<file path="config.mk">
export PLATFORM = sky130hd
export DESIGN_NAME = pmpm_master
export DESIGN_NICKNAME = d
export VERILOG_FILES = /design/src/rtl/pmpm_pkg.sv /design/src/rtl/pmpm_sync.sv /design/src/rtl/pmpm_master.sv
export SDC_FILE = /design/constraint.sdc
export NUM_CORES = 1
export LEC_CHECK = 0
export BUFFER_PORTS_ARGS = -buffer_cell sky130_fd_sc_hd__buf_2
export CORE_UTILIZATION = 30
export CTS_CLUSTER_SIZE = 30
export DETAILED_ROUTE_END_ITERATION = 8
export PLACE_DENSITY = 0.56
export REMOVE_ABC_BUFFERS = 1
export SLEW_MARGIN = 20
export SYNTH_ARGS = -nofsm -noshare
export SYNTH_HDL_FRONTEND = slang
export SYNTH_SLANG_ARGS = --single-unit
</file>
<file path="constraint.sdc">
create_clock -name clk_sys -period 4.6 [get_ports clk_sys]
set_clock_uncertainty 0.05 [all_clocks]
set_input_delay 0.46 -clock clk_sys [delete_from_list [all_inputs] [get_ports clk_sys]]
set_output_delay 0.46 -clock clk_sys [all_outputs]
set_load 0.1 [all_outputs]
</file>
<file path="src/rtl/pmpm_pkg.sv">
package pmpm_pkg;
    localparam logic [1:0] MODE_MASTER2 = 2'h2;
    localparam logic [1:0] MODE_MASTER1 = 2'h3;
    localparam logic [1:0] MUX_DEMUX = 2'h0;
    localparam logic [1:0] MUX_PART = 2'h1;
    localparam logic [1:0] MUX_FULL = 2'h2;
    localparam int ADDR_W = 16;
    localparam int DATA_W = 8;
    localparam int WAIT_W = 4;
    localparam int CNT_W = 5;
    // Extra read cycles cover the two-stage input synchroniser
    localparam logic [CNT_W-1:0] READ_EXTRA = 5'h02;
    localparam int ALL_PIN = 0;
    localparam int ALH_PIN = 1;
    localparam int CS1_PIN = 14;
    localparam int CS2_PIN = 15;
    localparam int PART_LOW_PINS = 8;

    typedef enum logic [4:0] {
        PMPM_IDLE = 5'h01,
        PMPM_ALO = 5'h02,
        PMPM_AHI = 5'h04,
        PMPM_XFER = 5'h08,
        PMPM_GAP = 5'h10
    } pmpm_state_t;

    typedef struct packed {
        logic rd;
        logic wr_en;
        logic be;
        logic al;
        logic cs1;
        logic cs2;
    } pmpm_pol_t;

    typedef struct packed {
        logic be;
        logic wr;
        logic rd;
    } pmpm_pin_on_t;

    typedef struct packed {
        logic [DATA_W-1:0] data;
        logic data_oe_n;
        logic [ADDR_W-1:0] addr;
        logic [ADDR_W-1:0] addr_on;
        logic rd;
        logic wr;
        logic be;
        logic rd_on;
        logic wr_on;
        logic be_on;
    } pmpm_pins_t;

    localparam pmpm_pins_t PINS_IDLE = '{data_oe_n: 1'b1, default: '0};

    typedef struct packed {
        pmpm_state_t st;
        logic [1:0] mux;
        logic write;
        logic wide;
        logic hi_byte;
        logic [CNT_W-1:0] wcnt;
        logic [ADDR_W-1:0] addr;
        logic [2*DATA_W-1:0] wdata;
        logic [2*DATA_W-1:0] rdata;
        logic done;
        pmpm_pins_t pins;
    } pmpm_regs_t;
endpackage

</file>
<file path="src/rtl/pmpm_sync.sv">
`timescale 1ns/1ns
module pmpm_sync #(
    parameter int W = 8
) (
    input wire logic clk_sys,
    input wire logic rst,
    input wire logic [W-1:0] d,
    output logic [W-1:0] q
);
    logic [W-1:0] meta;

    // First stage feeds only the second stage
    always_ff @(posedge clk_sys) begin
        if (rst) begin
            meta <= '0;
            q <= '0;
        end else begin
            meta <= d;
            q <= meta;
        end
    end
endmodule

</file>
<file path="src/rtl/pmpm_master.sv">
`timescale 1ns/1ns
module pmpm_master (
    input wire logic clk_sys,
    input wire logic rst,
    input wire logic port_master_enable,
    input wire logic [1:0] master_mode_select,
    input wire logic wide_data_select,
    input wire logic [1:0] address_mux_select,
    input wire pmpm_pkg::pmpm_pol_t polarity,
    input wire pmpm_pkg::pmpm_pin_on_t strobe_pins_on,
    input wire logic [pmpm_pkg::ADDR_W-1:0] address_pin_enables,
    input wire logic [1:0] cs_pin_select,
    input wire logic [pmpm_pkg::WAIT_W-1:0] data_wait,
    input wire logic [pmpm_pkg::ADDR_W-1:0] address_register,
    input wire logic req_valid,
    input wire logic req_write,
    input wire logic [2*pmpm_pkg::DATA_W-1:0] req_wdata,
    output logic req_ready,
    output logic xfer_done,
    output logic [2*pmpm_pkg::DATA_W-1:0] rd_data,
    input wire logic [pmpm_pkg::DATA_W-1:0] bus_data_pins_in,
    output pmpm_pkg::pmpm_pins_t pins
);
    pmpm_pkg::pmpm_regs_t s;
    pmpm_pkg::pmpm_regs_t next_s;
    logic [pmpm_pkg::DATA_W-1:0] data_sync;
    logic master_on;
    logic go;

    function automatic logic lvl(input logic act, input logic pol);
        return pol ? act : ~act;
    endfunction

    pmpm_sync #(.W(pmpm_pkg::DATA_W)) u_data_sync (
        .clk_sys(clk_sys),
        .rst(rst),
        .d(bus_data_pins_in),
        .q(data_sync)
    );

    assign master_on = port_master_enable & master_mode_select[1];
    assign req_ready = master_on & (s.st == pmpm_pkg::PMPM_IDLE);
    assign go = req_valid & req_ready;
    assign xfer_done = s.done;
    assign rd_data = s.rdata;
    assign pins = s.pins;

    always_comb begin
        pmpm_pkg::pmpm_pins_t p;
        logic xfer;
        logic busy;
        logic v;
        logic [pmpm_pkg::CNT_W-1:0] wl;
        logic [pmpm_pkg::DATA_W-1:0] hi_masked;
        p = pmpm_pkg::PINS_IDLE;
        xfer = 1'b0;
        busy = 1'b0;
        v = 1'b0;
        hi_masked = '0;
        next_s = s;
        next_s.done = 1'b0;
        // Reads stay longer so the synchronised bus is valid at capture
        wl = {1'b0, data_wait};
        if (!((s.st == pmpm_pkg::PMPM_IDLE) ? req_write : s.write)) begin
            wl = wl + pmpm_pkg::READ_EXTRA;
        end
        case (s.st)
            pmpm_pkg::PMPM_IDLE: begin
                next_s.mux = address_mux_select;
                if (go) begin
                    next_s.write = req_write;
                    next_s.wide = wide_data_select;
                    next_s.hi_byte = 1'b0;
                    next_s.addr = address_register;
                    next_s.wdata = req_wdata;
                    next_s.wcnt = wl;
                    if (address_mux_select == pmpm_pkg::MUX_PART ||
                        address_mux_select == pmpm_pkg::MUX_FULL) begin
                        next_s.st = pmpm_pkg::PMPM_ALO;
                    end else begin
                        next_s.st = pmpm_pkg::PMPM_XFER;
                    end
                end
            end
            pmpm_pkg::PMPM_ALO: begin
                if (s.mux == pmpm_pkg::MUX_FULL) begin
                    next_s.st = pmpm_pkg::PMPM_AHI;
                end else begin
                    next_s.st = pmpm_pkg::PMPM_XFER;
                end
            end
            pmpm_pkg::PMPM_AHI: begin
                next_s.st = pmpm_pkg::PMPM_XFER;
            end
            pmpm_pkg::PMPM_XFER: begin
                if (s.wcnt != '0) begin
                    next_s.wcnt = s.wcnt - 5'h01;
                end else begin
                    if (!s.write) begin
                        if (s.hi_byte) begin
                            next_s.rdata[15:8] = data_sync;
                        end else begin
                            next_s.rdata[7:0] = data_sync;
                        end
                    end
                    if (s.wide && !s.hi_byte) begin
                        next_s.hi_byte = 1'b1;
                        next_s.st = pmpm_pkg::PMPM_GAP;
                    end else begin
                        next_s.st = pmpm_pkg::PMPM_IDLE;
                        next_s.done = 1'b1;
                    end
                end
            end
            pmpm_pkg::PMPM_GAP: begin
                // One strobe-free cycle gives each byte its own edge
                next_s.wcnt = wl;
                next_s.st = pmpm_pkg::PMPM_XFER;
            end
            default: begin
                next_s.st = pmpm_pkg::PMPM_IDLE;
            end
        endcase

        xfer = next_s.st == pmpm_pkg::PMPM_XFER;
        busy = next_s.st != pmpm_pkg::PMPM_IDLE;
        hi_masked = next_s.addr[15:8] & ~{cs_pin_select, 6'h00};
        if (master_on) begin
            case (next_s.st)
                pmpm_pkg::PMPM_ALO: p.data = next_s.addr[7:0];
                pmpm_pkg::PMPM_AHI: p.data = hi_masked;
                default: p.data = next_s.hi_byte ? next_s.wdata[15:8] : next_s.wdata[7:0];
            endcase
            p.data_oe_n = ~((next_s.st == pmpm_pkg::PMPM_ALO) |
                            (next_s.st == pmpm_pkg::PMPM_AHI) |
                            (xfer & next_s.write));
            if (master_mode_select == pmpm_pkg::MODE_MASTER1) begin
                p.rd = lvl(busy & ~next_s.write, polarity.rd);
                p.wr = lvl(xfer, polarity.wr_en);
            end else begin
                p.rd = lvl(xfer & ~next_s.write, polarity.rd);
                p.wr = lvl(xfer & next_s.write, polarity.wr_en);
            end
            p.be = lvl(xfer & next_s.hi_byte, polarity.be);
            p.rd_on = strobe_pins_on.rd;
            p.wr_on = strobe_pins_on.wr;
            p.be_on = strobe_pins_on.be;
            p.rd = p.rd & p.rd_on;
            p.wr = p.wr & p.wr_on;
            p.be = p.be & p.be_on;
            for (int i = 0; i < pmpm_pkg::ADDR_W; i++) begin
                v = next_s.addr[i];
                if (i == pmpm_pkg::CS1_PIN && cs_pin_select[0]) begin
                    v = lvl(busy & next_s.addr[i], polarity.cs1);
                end else if (i == pmpm_pkg::CS2_PIN && cs_pin_select[1]) begin
                    v = lvl(busy & next_s.addr[i], polarity.cs2);
                // Mux 11 behaves as demultiplexed, so pin 0 keeps its address bit
                end else if (i == pmpm_pkg::ALL_PIN && (next_s.mux == pmpm_pkg::MUX_PART ||
                             next_s.mux == pmpm_pkg::MUX_FULL)) begin
                    v = lvl(next_s.st == pmpm_pkg::PMPM_ALO, polarity.al);
                end else if (i == pmpm_pkg::ALH_PIN && next_s.mux == pmpm_pkg::MUX_FULL) begin
                    v = lvl(next_s.st == pmpm_pkg::PMPM_AHI, polarity.al);
                end else if (next_s.mux == pmpm_pkg::MUX_FULL ||
                             (next_s.mux == pmpm_pkg::MUX_PART && i < pmpm_pkg::PART_LOW_PINS)) begin
                    v = 1'b0;
                end
                p.addr_on[i] = address_pin_enables[i];
                p.addr[i] = v & address_pin_enables[i];
            end
        end
        next_s.pins = p;
    end

    always_ff @(posedge clk_sys) begin
        if (rst) begin
            s <= '{st: pmpm_pkg::PMPM_IDLE, pins: pmpm_pkg::PINS_IDLE, default: '0};
        end else begin
            s <= next_s;
        end
    end
endmodule

</file>
Word-level counts from Yosys, hierarchy flattened
Cells that the tools add are included.
Widths: inputs -> output; s select.
{"block": "totals", "reg_bits": 127, "output_inout_bits": 65}
{"block": "op_classes", "n_addsub": 2, "eq_ne": 17, "n_mux": 65, "bitwise_logic": 48, "n_reduce_logical": 13}
{"op": "$mux 1", "n": 48}
{"op": "$mux 40", "n": 1}
{"op": "$mux 32", "n": 1}
{"op": "$and 1x1->1", "n": 28}
{"op": "$mux 5", "n": 5}
{"op": "$pmux 5 s4", "n": 1}
{"op": "$not 1->1", "n": 16}
{"op": "$pmux 8 s2", "n": 1}
{"op": "$pmux 5 s3", "n": 1}
{"op": "$mux 4", "n": 3}
{"op": "$eq 5x2->1 const B", "n": 2}
{"op": "$eq 5x3->1 const B", "n": 2}
{"op": "$eq 5x4->1 const B", "n": 2}
{"op": "$and 8x8->8", "n": 1}
{"op": "$eq 2x2->1 const B", "n": 4}
{"op": "$mux 8", "n": 1}
{"op": "$not 8->8", "n": 1}
{"op": "$reduce_and 4->1", "n": 2}
{"op": "$add 4x2->5 const B", "n": 1}
{"op": "$eq 5x1->1 const B", "n": 1}
{"op": "$eq 5x5->1 const B", "n": 1}
{"op": "$ne 5x1->1 const B", "n": 1}
{"op": "$reduce_bool 5->1", "n": 1}
{"op": "$sub 5x1->5 const B", "n": 1}
{"op": "other kinds (13)", "n": 19}

Logic depth before layout (Yosys ltp)
Gate-level depths: netlist of the first run.
{"block": "depth", "word_depth": 12, "ltp_mapped": 9, "depth_no_buf": 7}

Modules after synthesis
A second synthesis of the first run with hierarchy kept.
{"block": "hier_totals", "hier_cells": 587, "area_unflattened_um2": 5477.8}
{"module": "pmpm_master", "instances": 1, "cells_each": 554, "area_per_inst_um2": 5013.6, "seq_area_each_um2": 2222.1}
{"module": "pmpm_sync", "instances": 1, "cells_each": 33, "area_per_inst_um2": 464.2, "seq_area_each_um2": 320.3}

Least setup slack after synthesis of the first run
Ideal clock, no wire load.
{"block": "synth_timing", "path_kind": "register to output", "from": "register s[109] (netlist bit)", "to": "output req_ready", "t_arrival_ps": 2382, "t_required_ps": 4090, "setup_slack_ps": 1708, "stages_incl_launch_ff": 5, "cell_sequence": "dfxtp_1 -> clkbuf_1 -> nor3_2 -> nand2_1 -> nor2_1"}
{"block": "synth_between", "elab_chain_cells": 2}
{"element": "start, declared", "line": "pmpm_master.sv:24", "text": "pmpm_pkg::pmpm_regs_t s;"}
{"element": "start signal, assigned", "line": "pmpm_master.sv:178", "text": "s <= next_s;"}
{"element": "$eq 5x1->1", "line": "pmpm_master.sv:42", "text": "assign req_ready = master_on & (s.st == pmpm_pkg::PMPM_IDLE);"}
{"element": "$and 1x1->1", "line": "pmpm_master.sv:42"}
{"element": "end, declared", "line": "pmpm_master.sv:18", "text": "output logic req_ready,"}
No other way between the ends.

Worst setup path in the final report of the first run
Ends and elaborated chain as after synthesis.

==> parameters.txt, run 1 <==
Parameter                              Value

Status
  Run status ... finished clean

Worst setup path
  CP max FO ... 11
  Reg-to-reg critical path startpoint ... s[109]$_SDFF_PP0_
  Data arrival, critical path ... 2.25 ns
  List of cells traversed by the critical path ... nor3_2, nand2_1, nor2_1, buf_2
  Cell at the slowest stage of the critical path ... sky130_fd_sc_hd__nor3_2
  Delay of the slowest cell on the worst path ... 0.54 ns
  Length in cells of the worst reg-to-reg path ... 6
  Internal reg-to-reg setup slack ... 1.85 ns
  Buffering stage count on the worst path with inverters included ... 1
  Crit end category ... primary output
  Critical path's top delay family ... simple AND/OR/NAND/NOR gates
  Required time of the worst setup path ... 4.09 ns
  RR Endpoint ... pins[23]$_SDFF_PP0_
  Worst Setup Start Kind ... flip-flop
  Start-to-end type of the worst setup path ... reg2out

Min path
  End point of the most critical hold path ... u_data_sync.meta[4]$_SDFF_PP0_
  Hold Path Stages ... 2
  Worst min-delay path startpoint ... bus_data_pins_in[4]
  Class of the tightest hold or removal check ... in2reg

Timing
  Worst hold slack ... 0.208 ns
  Setup total negative slack ... 0 ns
  Unrepaired setup endpoints after global routing ... false
  Period utilization ... 0.600
  Number of hold-slack violations in the final timing report ... 0
  Pin slew with the least headroom to its limit ... 0.877 ns
  Timing-limited maximum frequency ... 0.362 GHz
  Max Transition Viols Final ... 0
  Shortest period the worst path allows ... 2.76 ns
  Normalized max-slew margin ... 0.410
  Total of endpoints with negative setup slack in the final report ... 0

CTS
  Clock transition at the registers of the reported paths ... 0.06 ns
  Buffer levels on the longest clock path ... 2
  Clock insertion delay at the later pin of the skew report ... 0.41 ns
  Post-CTS setup buffer count ... 0
  Number of clock sinks ... 127
  Post-cts gate resize count ... 0
  TritonCTS clock tree ... done
  Number of levels in the clock H-tree ... 4
  TritonCTS buffer count ... 17
  Number of buffers inserted by hold repair at cts ... 0
  Clock tree root driver cell ... sky130_fd_sc_hd__clkbuf_16

Flow run
  Max-capacitance violation count ... 0

Floorplanning
  Cell row count ... 48
  Die extent in y ... 136 µm
  Core Region ... 17500 µm²
  Die W ... 136 µm
  Total I/O pin count ... 146
  Full die area ... 18600 µm²
  Initial Utilization ... 0.310

Power
  Switching power of the nets ... 0.704 mW
  Part of the power in combinational logic ... 0.089
  Peak supply drop ... 0.246 mV
  Clk network pwr share ... 0.487
  Design internal power ... 1.99 mW
  Total power draw ... 2.70 mW
  Part of the power in registers ... 0.424
  Leakage power of the design ... 2.87 nW
  PD cells ... 420 nW/µm²
  Switching share of power ... 0.261

Logic synthesis
  Cell area after synthesis ... 5410 µm²
  Top area cells in the synthesized netlist ... sky130_fd_sc_hd__dfxtp_1, sky130_fd_sc_hd__buf_4, sky130_fd_sc_hd__mux2i_1, sky130_fd_sc_hd__nor2_1, sky130_fd_sc_hd__nand2_1
  Fraction of the yosys area taken by sequential cells ... 0.470
  Number of register bits inferred by synthesis ... 127
  Number of flops mapped to enable cells by yosys ... 0
  Yosys warning count ... 0
  Async set or reset register ratio after synthesis ... 0
  Synth unique cells ... 57
  Main synth FF type ... sky130_fd_sc_hd__dfxtp_1
  Share of the synthesized area in the top cell type ... 0.470
  Cell accounting for the most synthesized area ... sky130_fd_sc_hd__dfxtp_1
  Synth Area per Inst ... 9.35 µm²
  Synthesized netlist cell count ... 579

Routing
  Via-per-instance ratio ... 4.57
  Post-detailed-route DRC marker count ... 0
  WL/cell ... 14.7 µm
  Number of iterations in the first detailed-routing pass ... 4
  Number of nets still failing antenna checks after routing ... 0
  Detailed router's first-iteration violation count ... 201
  Total via count in the routed design ... 4069
  Overall routed net length ... 13100 µm

Global routing
  Total routing resource utilization after global routing ... 0.148
  Number of global-route vias before repair ... 3881
  Grt total ovfl ... 0
  Initial antenna violation count ... 1
  Pin count of the biggest net entering global routing ... 82
  Global-route wire length before repair ... 20600 µm

Layout
  Number of nets in the layout ... 738
  Antenna diode count ... 0
  Share of post-route cells with drive strength above 1 ... 0.294
  Synthesis-to-layout area growth ... 18.5%
  Post-route cell area ... 6420 µm²
  Utilization after layout ... 0.367

Place
  Count of buffers inserted at the top-level ports ... 145
  Placed standard-cell area ... 5840 µm²
  Half-perimeter wire length of the detailed placement result ... 9180 µm
  Final Wtd Congestion ... 0.780
==> area by class of cell <==
type / count / area, µm²
Fill cell: 1828 / 11100
Clock buffer: 20 / 457
Tap cell: 225 / 282
Inverter: 8 / 30.0
Sequential cell: 127 / 2540
Clock inverter: 12 / 123
Multi-Input combinational cell: 351 / 2240
Timing Repair Buffer: 148 / 748
==> cells in the final DEF, fill, tap and decap left out, types with 5 or more instances in the layout <==
| master | count |
|---|---|
| sky130_fd_sc_hd__a211o_1 | 8 |
| sky130_fd_sc_hd__a21oi_1 | 21 |
| sky130_fd_sc_hd__a2bb2oi_1 | 7 |
| sky130_fd_sc_hd__and2_1 | 21 |
| sky130_fd_sc_hd__and3_1 | 5 |
| sky130_fd_sc_hd__buf_2 | 145 |
| sky130_fd_sc_hd__clkbuf_16 | 17 |
| sky130_fd_sc_hd__dfxtp_1 | 127 |
| sky130_fd_sc_hd__inv_1 | 8 |
| sky130_fd_sc_hd__inv_6 | 5 |
| sky130_fd_sc_hd__mux2i_1 | 41 |
| sky130_fd_sc_hd__nand2_1 | 53 |
| sky130_fd_sc_hd__nand3_1 | 7 |
| sky130_fd_sc_hd__nand4_1 | 7 |
| sky130_fd_sc_hd__nor2_1 | 59 |
| sky130_fd_sc_hd__nor2b_1 | 19 |
| sky130_fd_sc_hd__nor3_1 | 7 |
| sky130_fd_sc_hd__nor3b_1 | 10 |
| sky130_fd_sc_hd__o21ai_0 | 17 |
==> worst max path at each step <==
stage,start,endpoint,slack (ns),cells after the start
floorplan,s[109]$_SDFF_PP0_,pins[3]$_SDFF_PP0_,1.50,5
global placement,s[109]$_SDFF_PP0_,pins[23]$_SDFF_PP0_,1.93,6
detailed placement,s[109]$_SDFF_PP0_,pins[23]$_SDFF_PP0_,1.88,6
CTS,s[109]$_SDFF_PP0_,req_ready,1.82,4
global route,s[109]$_SDFF_PP0_,pins[23]$_SDFF_PP0_,1.62,6
finish,s[109]$_SDFF_PP0_,req_ready,1.84,4
==> Yosys cell counts (10+ instances only) <==
cell,n
sky130_fd_sc_hd__nor3b_1,10
sky130_fd_sc_hd__nand2_1,53
sky130_fd_sc_hd__and2_1,21
sky130_fd_sc_hd__clkbuf_1,17
sky130_fd_sc_hd__mux2i_1,41
sky130_fd_sc_hd__nor2_1,59
sky130_fd_sc_hd__a21oi_1,21
sky130_fd_sc_hd__buf_4,64
sky130_fd_sc_hd__nor2b_1,19
sky130_fd_sc_hd__dfxtp_1,127
sky130_fd_sc_hd__o21ai_0,17
==> flip-flops by register name, indices dropped and copies added (netlist names) <==
register and count:
rd_data 16, pins 47, xfer_done 1, u_data_sync.q 8, u_data_sync.meta 8, s 47
==> metal layers <==
metal	wire, µm	GRT usage
met5	13	0
met4	138	0.0432
met3	744	0.0470
met2	6170	0.232
met1	6060	0.193
==> power by group through the flow <==
| stage | Clock (mW) | Combinational (mW) | Sequential, mW |
|---|---|---|---|
| 3_5_place_dp | 0 | 0.242 | 1.17 |
| 4_1_cts | 1.34 | 0.243 | 1.14 |
| 2_1_floorplan | 0 | 0.0998 | 1.22 |
| 3_3_place_gp | 0 | 0.241 | 1.17 |
| 6_report | 1.31 | 0.240 | 1.14 |
| 5_1_grt | 1.40 | 0.263 | 1.15 |
==> per-stage QoR <==
stage	cells	setup WS, ns
2_1_floorplan	486	1.50
3_3_place_gp	859	1.93
3_5_place_dp	859	1.88
4_1_cts	891	1.82
5_1_grt	891	1.62
6_report	891	1.84
==> logic make-up (layout without fill, tap and decap cells) <==
group,count (synthesis),in the layout,share of synthesized area
simple gates,223,223,0.222
flops,127,127,0.470
buf+inv,101,188,0.119
compound gates,76,76,0.0920
mux,43,43,0.0800
xor+xnor,5,5,0.00809
fa+ha+maj,4,4,0.00924
(Power assumes the default switching activity.)
==> run 2: changes to the inputs <==
Settings changed: ABC_AREA set to 1, PLACE_DENSITY 0.56 to 0.57.
Clock period 4.6 ns to 2.5 ns, I/O delays scaled along.
==> run 2 against run 1 <==
Effect of this change: via count rose by 14%; combinational power increased by 140%; first-iteration DRC count increased by 36%; critical endpoint is now pins[40]$_SDFF_PP0_.
==> parameters.txt, run 2 <==
Parameter                              Value

Logic synthesis
  Top cells by count, synth ... sky130_fd_sc_hd__nand2_1, sky130_fd_sc_hd__dfxtp_1, sky130_fd_sc_hd__nor2_1
  Multiplexer share of the synthesized area ... 0.00183 (-0.0781)
  Cell accounting for the most synthesized area ... sky130_fd_sc_hd__dfxtp_1
  Fraction of the mapped netlist area in compound gates ... 0.0998 (+0.00779)
  Synth unique cells ... 36 (-37%)
  Number of flops mapped to enable cells by yosys ... 0 (unchanged)
  Async set or reset register ratio after synthesis ... 0 (unchanged)
  Number of register bits inferred by synthesis ... 127 (unchanged)
  Arithmetic-cell share of the synthesized area counting full adders, half adders and majority gates ... 0.00917 (-0.0000700)
  Cell area after synthesis ... 5460 µm² (+0.76%)
  Synth Area per Inst ... 7.56 µm² (-19%)
  Synthesized netlist cell count ... 722 (+25%)
  Simple-gate portion of the synthesized area ... 0.246 (+0.0238)
  Parity-gate share of the synthesized area counting xor and xnor cells ... 0.00803 (-0.0000612)
  Main synth FF type ... sky130_fd_sc_hd__dfxtp_1
  Share of the synthesized area in the top cell type ... 0.466 (-0.00355)
  Fraction of the yosys area taken by sequential cells ... 0.466 (-0.00355)
  Yosys warning count ... 0 (unchanged)
  Dominant combinational cell family by area after synthesis ... simple AND/OR/NAND/NOR gates
  Top area cells in the synthesized netlist ... sky130_fd_sc_hd__dfxtp_1, sky130_fd_sc_hd__nand2_1, sky130_fd_sc_hd__buf_4, sky130_fd_sc_hd__nor2_1, sky130_fd_sc_hd__inv_1
  Count leader, synth ... sky130_fd_sc_hd__nand2_1

Timing
  Max Transition Viols Final ... 0 (unchanged)
  Period utilization ... 0.841
  Final Worst Setup Slack ... 0.399 ns (-1.44 ns)
  Timing-limited maximum frequency ... 0.476 GHz
  Setup total negative slack ... 0 ns (unchanged)
  Normalized max-slew margin ... 0.555 (+0.145)
  Number of hold-slack violations in the final timing report ... 0 (unchanged)
  Shortest period the worst path allows ... 2.10 ns
  Pin slew with the least headroom to its limit ... 0.667 ns (-0.210 ns)
  Total of endpoints with negative setup slack in the final report ... 0 (unchanged)
  Unrepaired setup endpoints after global routing ... false
  Worst hold slack ... 0.00896 ns (-0.199 ns)

Worst setup path
  List of cells traversed by the critical path ... inv_1, ha_1, inv_1, nor2_1, nand2_1, nor2_1, nand2_1, nand2_1, inv_2, nand2_1, nand2_1, a21oi_1, nor2_1
  Start-to-end type of the worst setup path ... reg2reg
  Cell seen most often among critical-path stages ... sky130_fd_sc_hd__nand2_1
  Start point of the critical path ... s[96]$_SDFFE_PP0P_
  Data arrival, critical path ... 2.35 ns (+0.10 ns)
  Cell at the slowest stage of the critical path ... sky130_fd_sc_hd__dfxtp_1
  Delay of the slowest cell on the worst path ... 0.32 ns (-0.22 ns)
  Buffering stage count on the worst path with inverters included ... 3 (+2)
  Critical path's top delay family ... simple AND/OR/NAND/NOR gates
  Worst Setup Start Kind ... flip-flop
  Crit end category ... flip-flop
  Required time of the worst setup path ... 2.75 ns (-1.34 ns)
  CP max FO ... 11 (unchanged)
  Reg-to-reg critical path startpoint ... s[96]$_SDFFE_PP0P_

Floorplanning
  Initial Utilization ... 0.311 (+0.00129)
  Total I/O pin count ... 146 (unchanged)
  Die W ... 137 µm (+0.38%)
  Full die area ... 18700 µm² (+0.76%)
  Core Region ... 17500 µm² (+0.34%)
  Cell row count ... 48 (unchanged)
  Die extent in y ... 137 µm (+0.38%)

Min path
  Class of the tightest hold or removal check ... in2reg
  Worst min-delay path startpoint ... address_pin_enables[3]

Global routing
  Global-route wire length before repair ... 21400 µm (+3.8%)
  Total routing resource utilization after global routing ... 0.151 (+0.00298)
  Number of global-route vias before repair ... 4348 (+12%)
  Pin count of the biggest net entering global routing ... 60 (-27%)
  Initial antenna violation count ... 2 (+1)
  Grt total ovfl ... 0 (unchanged)

Routing
  Detailed router's first-iteration violation count ... 274 (+36%)
  WL/cell ... 12.9 µm (-12%)
  Total via count in the routed design ... 4646 (+14%)
  Number of iterations in the first detailed-routing pass ... 4 (unchanged)
  Number of nets still failing antenna checks after routing ... 0 (unchanged)
  Via-per-instance ratio ... 4.39 (-3.9%)
  Post-detailed-route DRC marker count ... 0 (unchanged)
  Overall routed net length ... 13700 µm (+4.2%)

CTS
  Number of levels in the clock H-tree ... 4 (unchanged)
  Clock tree root driver cell ... sky130_fd_sc_hd__clkbuf_16
  Buffer levels on the longest clock path ... 2 (unchanged)
  Post-CTS setup buffer count ... 0 (unchanged)
  Clock transition at the registers of the reported paths ... 0.06 ns (about the same)
  TritonCTS clock tree ... done
  TritonCTS buffer count ... 17 (unchanged)
  Clock insertion delay at the later pin of the skew report ... 0.41 ns (about the same)
  Number of clock sinks ... 127 (unchanged)

Layout
  Register area ... 2540 µm² (unchanged)
  Share of post-route cells with drive strength above 1 ... 0.247 (-0.0470)
  Most frequent cells in the layout ... sky130_fd_sc_hd__buf_2, sky130_fd_sc_hd__nand2_1, sky130_fd_sc_hd__dfxtp_1, sky130_fd_sc_hd__nor2_1, sky130_fd_sc_hd__inv_1
  Total area of multi-input combinational cells ... 1990 µm² (-11%)
  Number of nets in the layout ... 905 (+23%)
  Synthesis-to-layout area growth ... 21.6%
  Post-route cell area ... 6630 µm² (+3.3%)
  Non-filler cells in the finished layout ... 1059 (+19%)
  Filler Cell Count ... 1890 (+3.4%)
  Utilization after layout ... 0.378 (+0.0109)
  Leading cell type in the layout, fill and taps excluded ... sky130_fd_sc_hd__buf_2

Place
  Half-perimeter wire length of the detailed placement result ... 9970 µm (+8.5%)
  Cell count after placement ... 1012 (+18%)
  Placed standard-cell area ... 5900 µm² (+1.1%)
  Final Wtd Congestion ... 0.836 (+7.2%)
  Worst slack at placement ... 0.425 ns (-1.45 ns)
  Count of buffers inserted at the top-level ports ... 145 (unchanged)

Power
  Part of the power in combinational logic ... 0.112 (+0.023)
  Peak supply drop ... 0.451 mV (+84%)
  Part of the power in registers ... 0.415 (-0.009)
  Total power draw ... 5.12 mW (+90%)
  Switching power of the nets ... 1.42 mW (+100%)
  Clk network pwr share ... 0.473 (-0.014)
  Switching share of power ... 0.278 (+0.0163)
  Leakage power of the design ... 3.31 nW (+15%)
  PD cells ... 771 nW/µm² (+84%)
  Design internal power ... 3.70 mW (+86%)

Status
  Run status ... finished clean

Flow run
  Max-capacitance violation count ... 0 (unchanged)
[run 2: cell count changes after synthesis, moves of 10 or more]
| cell | delta |
|---|---|
| sky130_fd_sc_hd__nor2_1 | +54 |
| sky130_fd_sc_hd__nand2_1 | +91 |
| sky130_fd_sc_hd__o211ai_1 | +13 |
| sky130_fd_sc_hd__nor3b_1 | -10 |
| sky130_fd_sc_hd__nor2b_1 | -19 |
| sky130_fd_sc_hd__nor4_1 | +10 |
| sky130_fd_sc_hd__mux2i_1 | -40 |
| sky130_fd_sc_hd__a21oi_1 | +14 |
| sky130_fd_sc_hd__inv_1 | +74 |
| sky130_fd_sc_hd__and2_1 | -21 |
| sky130_fd_sc_hd__o21ai_0 | +24 |
[run 2: path summary, 6_finish.rpt]
check	endpoint	depth (start not counted)	slack, ns
worst min register to register	u_data_sync.q[7]$_SDFF_PP0_	2	0.35
worst min-delay path	pins[9]$_SDFF_PP0_	3	0.009
worst max register to register	pins[40]$_SDFF_PP0_	13	0.40
worst max-delay path	pins[40]$_SDFF_PP0_	13	0.40
[run 2: routing by layer]
metal  vias up  share of wire  GRT usage
met1      2087           0.46      0.189
li1       2409              -          -
met2       130           0.45      0.236
met3        18          0.074     0.0581
met4         2          0.015     0.0501
met5         -        0.00059          0
[run 2: tightest hold or removal path, stage by stage]
cell and delay [ns]:
sky130_fd_sc_hd__buf_2 0.07, sky130_fd_sc_hd__inv_1 0.04, sky130_fd_sc_hd__nor2_1 0.08
[run 2: area by class of cell]
class,count,area share
flip-flops and latches,127,0.383
multi-input cells,424,0.300
repair buffers,165,0.137
clock buffers,18,0.0662
inverters,85,0.0481
well taps,225,0.0425
clock inverters,14,0.0223
diodes,1,0.000377
[run 2: cells by family after synthesis]
logic type,count (synthesis)
AND/OR/NAND/NOR,315
buffers and inverters,171
flip-flops,127
AO/OA/AOI/OAI,99
XOR/XNOR,5
adder cells (fa/ha/maj),4
multiplexers,1
[run 2: repair_timing]
action                    4_1_cts  5_1_grt
hold buffers                   13        1
hold endpoints to repair       13        1
gates resized for setup         0        0
[run 2: power by group through the flow]
stage	Sequential (mW)	Clock, mW	Combinational (mW)
5_1_grt	2.13	2.56	0.640
4_1_cts	2.12	2.47	0.573
6_report	2.12	2.42	0.572
3_5_place_dp	2.16	0	0.554
3_3_place_gp	2.16	0	0.553
2_1_floorplan	2.26	0	0.267
==> run 3: changes to the inputs <==
Settings changed: PLACE_DENSITY 0.57 to 0.55.
Clock period 2.5 ns to 2 ns, I/O delays scaled along.
==> run 3 against run 2 <==
Effect of this change: clock-buffer cell count unchanged; largest power group unchanged; clock power increased by 30%; sequential cell count unchanged; combinational power increased by 38%; final cell count increased by 2.4%; core utilization increased by 1.7 points; global-route usage increased by 0.36 points; die area unchanged; sequential share of layout area decreased by 1.7 points; non-clock buffer count increased by 28; worst hold slack improved by 0.0049 ns.
==> parameters.txt, run 3 (synthesis results as in run 2) <==
Parameter                              Value

Worst setup path
  Data arrival, critical path ... 2.21 ns (-0.14 ns)
  Worst Setup Start Kind ... flip-flop
  Delay of the slowest cell on the worst path ... 0.35 ns (+0.03 ns)
  CP max FO ... 5 (-6)
  Reg-to-reg critical path startpoint ... s[106]$_SDFF_PP1_
  Crit end category ... flip-flop
  Internal reg-to-reg setup slack ... 0.06 ns (-0.34 ns)
  Length in cells of the worst reg-to-reg path ... 8 (-5)
  List of cells traversed by the critical path ... inv_1, nor2_1, nand3_2, mux2i_1, ha_1, clkinvlp_4, buf_4, nor4_1
  RR Endpoint ... pins[25]$_SDFF_PP0_
  Start point of the critical path ... s[106]$_SDFF_PP1_
  Required time of the worst setup path ... 2.27 ns (-0.48 ns)
  Cell at the slowest stage of the critical path ... sky130_fd_sc_hd__dfxtp_2
  Start-to-end type of the worst setup path ... reg2reg

Routing
  Via-per-instance ratio ... 4.29 (-2.2%)
  Number of iterations in the first detailed-routing pass ... 4 (unchanged)
  WL/cell ... 12.8 µm (-1.1%)
  Number of nets still failing antenna checks after routing ... 0 (unchanged)
  Post-detailed-route DRC marker count ... 0 (unchanged)
  Total via count in the routed design ... 4649 (+0.065%)
  Overall routed net length ... 13800 µm (+1.3%)
  Detailed router's first-iteration violation count ... 196 (-28%)

Global routing
  Met2 Track Usage GR ... 0.248 (+0.0116)
  Total routing resource utilization after global routing ... 0.155 (+0.00360)
  GRT met3 Usage ... 0.0441 (-0.0141)
  Pin count of the biggest net entering global routing ... 60 (unchanged)
  Number of global-route vias before repair ... 4603 (+5.9%)
  Global routing usage on met1 ... 0.201 (+0.0116)
  Initial antenna violation count ... 0 (-2)
  Global route hottest layer ... met2
  Global-route wire length before repair ... 22000 µm (+3.1%)
  Grt total ovfl ... 0 (unchanged)

Power
  Part of the power in combinational logic ... 0.120 (+0.008)
  Total power draw ... 6.60 mW (+29%)
  Leakage power of the design ... 3.45 nW (+4.1%)
  Switching power of the nets ... 1.71 mW (+20%)
  Peak supply drop ... 0.586 mV (+30%)
  Clk network pwr share ... 0.478 (+0.005)
  Switching share of power ... 0.259 (-0.0187)
  Design internal power ... 4.89 mW (+32%)
  Part of the power in registers ... 0.402 (-0.013)
  PD cells ... 951 nW/µm² (+23%)

Timing
  Shortest period the worst path allows ... 1.94 ns (-0.163 ns)
  Unrepaired setup endpoints after global routing ... true
  Number of hold-slack violations in the final timing report ... 0 (unchanged)
  Pin slew with the least headroom to its limit ... 0.530 ns (-0.138 ns)
  Period utilization ... 0.969 (+0.129)
  Max Transition Viols Final ... 0 (unchanged)
  Timing-limited maximum frequency ... 0.516 GHz (+8.4%)
  Total of endpoints with negative setup slack in the final report ... 0 (unchanged)
  Final Worst Setup Slack ... 0.0616 ns (-0.337 ns)
  Normalized max-slew margin ... 0.649 (+0.0942)
  Worst hold slack ... 0.0138 ns (+0.00488 ns)

Layout
  Most frequent cells in the layout ... sky130_fd_sc_hd__buf_2, sky130_fd_sc_hd__nand2_1, sky130_fd_sc_hd__dfxtp_1, sky130_fd_sc_hd__nor2_1, sky130_fd_sc_hd__inv_1
  Number of nets in the layout ... 933 (+3.1%)
  Synthesis-to-layout area growth ... 27.2%
  Antenna diode count ... 0 (-1)
  Utilization after layout ... 0.396 (+0.0174)
  Post-route cell area ... 6940 µm² (+4.6%)
  Leading cell type in the layout, fill and taps excluded ... sky130_fd_sc_hd__buf_2
  Share of post-route cells with drive strength above 1 ... 0.263 (+0.0158)

Floorplanning
  Total I/O pin count ... 146 (unchanged)
  Cell row count ... 48 (unchanged)
  Die extent in y ... 137 µm (unchanged)
  Full die area ... 18700 µm² (unchanged)
  Core Region ... 17500 µm² (unchanged)
  Die W ... 137 µm (unchanged)
  Initial Utilization ... 0.311 (unchanged)

CTS
  TritonCTS clock tree ... done
  Buffer levels on the longest clock path ... 2 (unchanged)
  TritonCTS buffer count ... 17 (unchanged)
  Clock insertion delay at the later pin of the skew report ... 0.41 ns (about the same)
  Clock transition at the registers of the reported paths ... 0.06 ns (about the same)
  Number of clock sinks ... 127 (unchanged)
  Number of levels in the clock H-tree ... 4 (unchanged)
  Clock tree root driver cell ... sky130_fd_sc_hd__clkbuf_16

Status
  Run status ... finished clean

Place
  Half-perimeter wire length of the detailed placement result ... 10100 µm (+0.85%)
  Worst slack at placement ... 0.0647 ns (-0.361 ns)
  Placed standard-cell area ... 5990 µm² (+1.4%)
  Count of buffers inserted at the top-level ports ... 145 (unchanged)
  Final Wtd Congestion ... 0.807 (-3.4%)

Min path
  Class of the tightest hold or removal check ... in2reg
  Hold Path Stages ... 3 (unchanged)
  Worst min-delay path startpoint ... req_wdata[0]
  End point of the most critical hold path ... s[64]$_SDFF_PP0_

Flow run
  Max-capacitance violation count ... 0 (unchanged)
run 3: cell types whose count changed in the layout (fill, tap and decap cells not counted), sizes merged:
cell	delta
buf	+11
bufinv	+2
clkbuf	+1
clkinv	-2
clkinvlp	+1
diode	-1
dlygate4sd3	+16
inv	-3
run 3: worst max-delay path: cells and delay by family (launching register included):
| family | cells | cell delay (ns) |
|---|---|---|
| adder cells (fa/ha/maj) | 1 | 0.35 |
| buffers and inverters | 3 | 0.37 |
| multiplexers | 1 | 0.18 |
| AND/OR/NAND/NOR | 3 | 0.55 |
| flip-flops | 1 | 0.35 |
run 3: cell type report:
type / count / area, µm²
inverters: 85 / 323
clock buffers: 18 / 439
fillers: 1869 / 10600
clock inverters: 12 / 160
repair buffers: 193 / 1190
well taps: 225 / 282
flip-flops and latches: 127 / 2540
multi-input cells: 424 / 2000
run 3: through the flow:
| stage | instances | setup TNS (ns) |
|---|---|---|
| after floorplan | 636 | -20.38 |
| after global placement | 1020 | 0 |
| after detailed placement | 1020 | 0 |
| after CTS | 1080 | 0 |
| after global routing | 1084 | -0.0912 |
| final | 1084 | 0 |
run 3: per-layer routing:
layer	wire length, µm	vias to the layer above	part of all wire
met1	6840	2078	0.49
li1	-	2458	-
met5	0	-	0
met2	6210	102	0.45
met4	114	0	0.0082
met3	666	11	0.048
run 3: repair_timing:
item,4_1_cts,5_1_grt
resized for setup,0,11
hold endpoints to repair,43,0
hold buffers,30,0
endpoints found under the setup margin,0,33
setup buffers,0,4
run 3: power by group through the flow:
| stage | registers, mW | clock network [mW] | logic, mW |
|---|---|---|---|
| 6_report | 2.65 | 3.15 | 0.791 |
| 5_1_grt | 2.66 | 3.34 | 0.881 |
| 4_1_cts | 2.65 | 3.23 | 0.758 |
| 3_5_place_dp | 2.71 | 0 | 0.709 |
| 3_3_place_gp | 2.71 | 0 | 0.707 |
| 2_1_floorplan | 2.83 | 0 | 0.334 |
run 3: worst max-delay path by stage:
stage                                     end  slack, ns  cells after the start
final                     pins[25]$_SDFF_PP0_       0.06                      8
after global routing      pins[26]$_SDFF_PP0_      -0.03                      8
after CTS                           req_ready      0.003                      5
after detailed placement  pins[23]$_SDFF_PP0_       0.06                      9
after global placement    pins[45]$_SDFF_PP0_       0.17                     13
after floorplan            pins[4]$_SDFF_PP0_      -0.53                      9
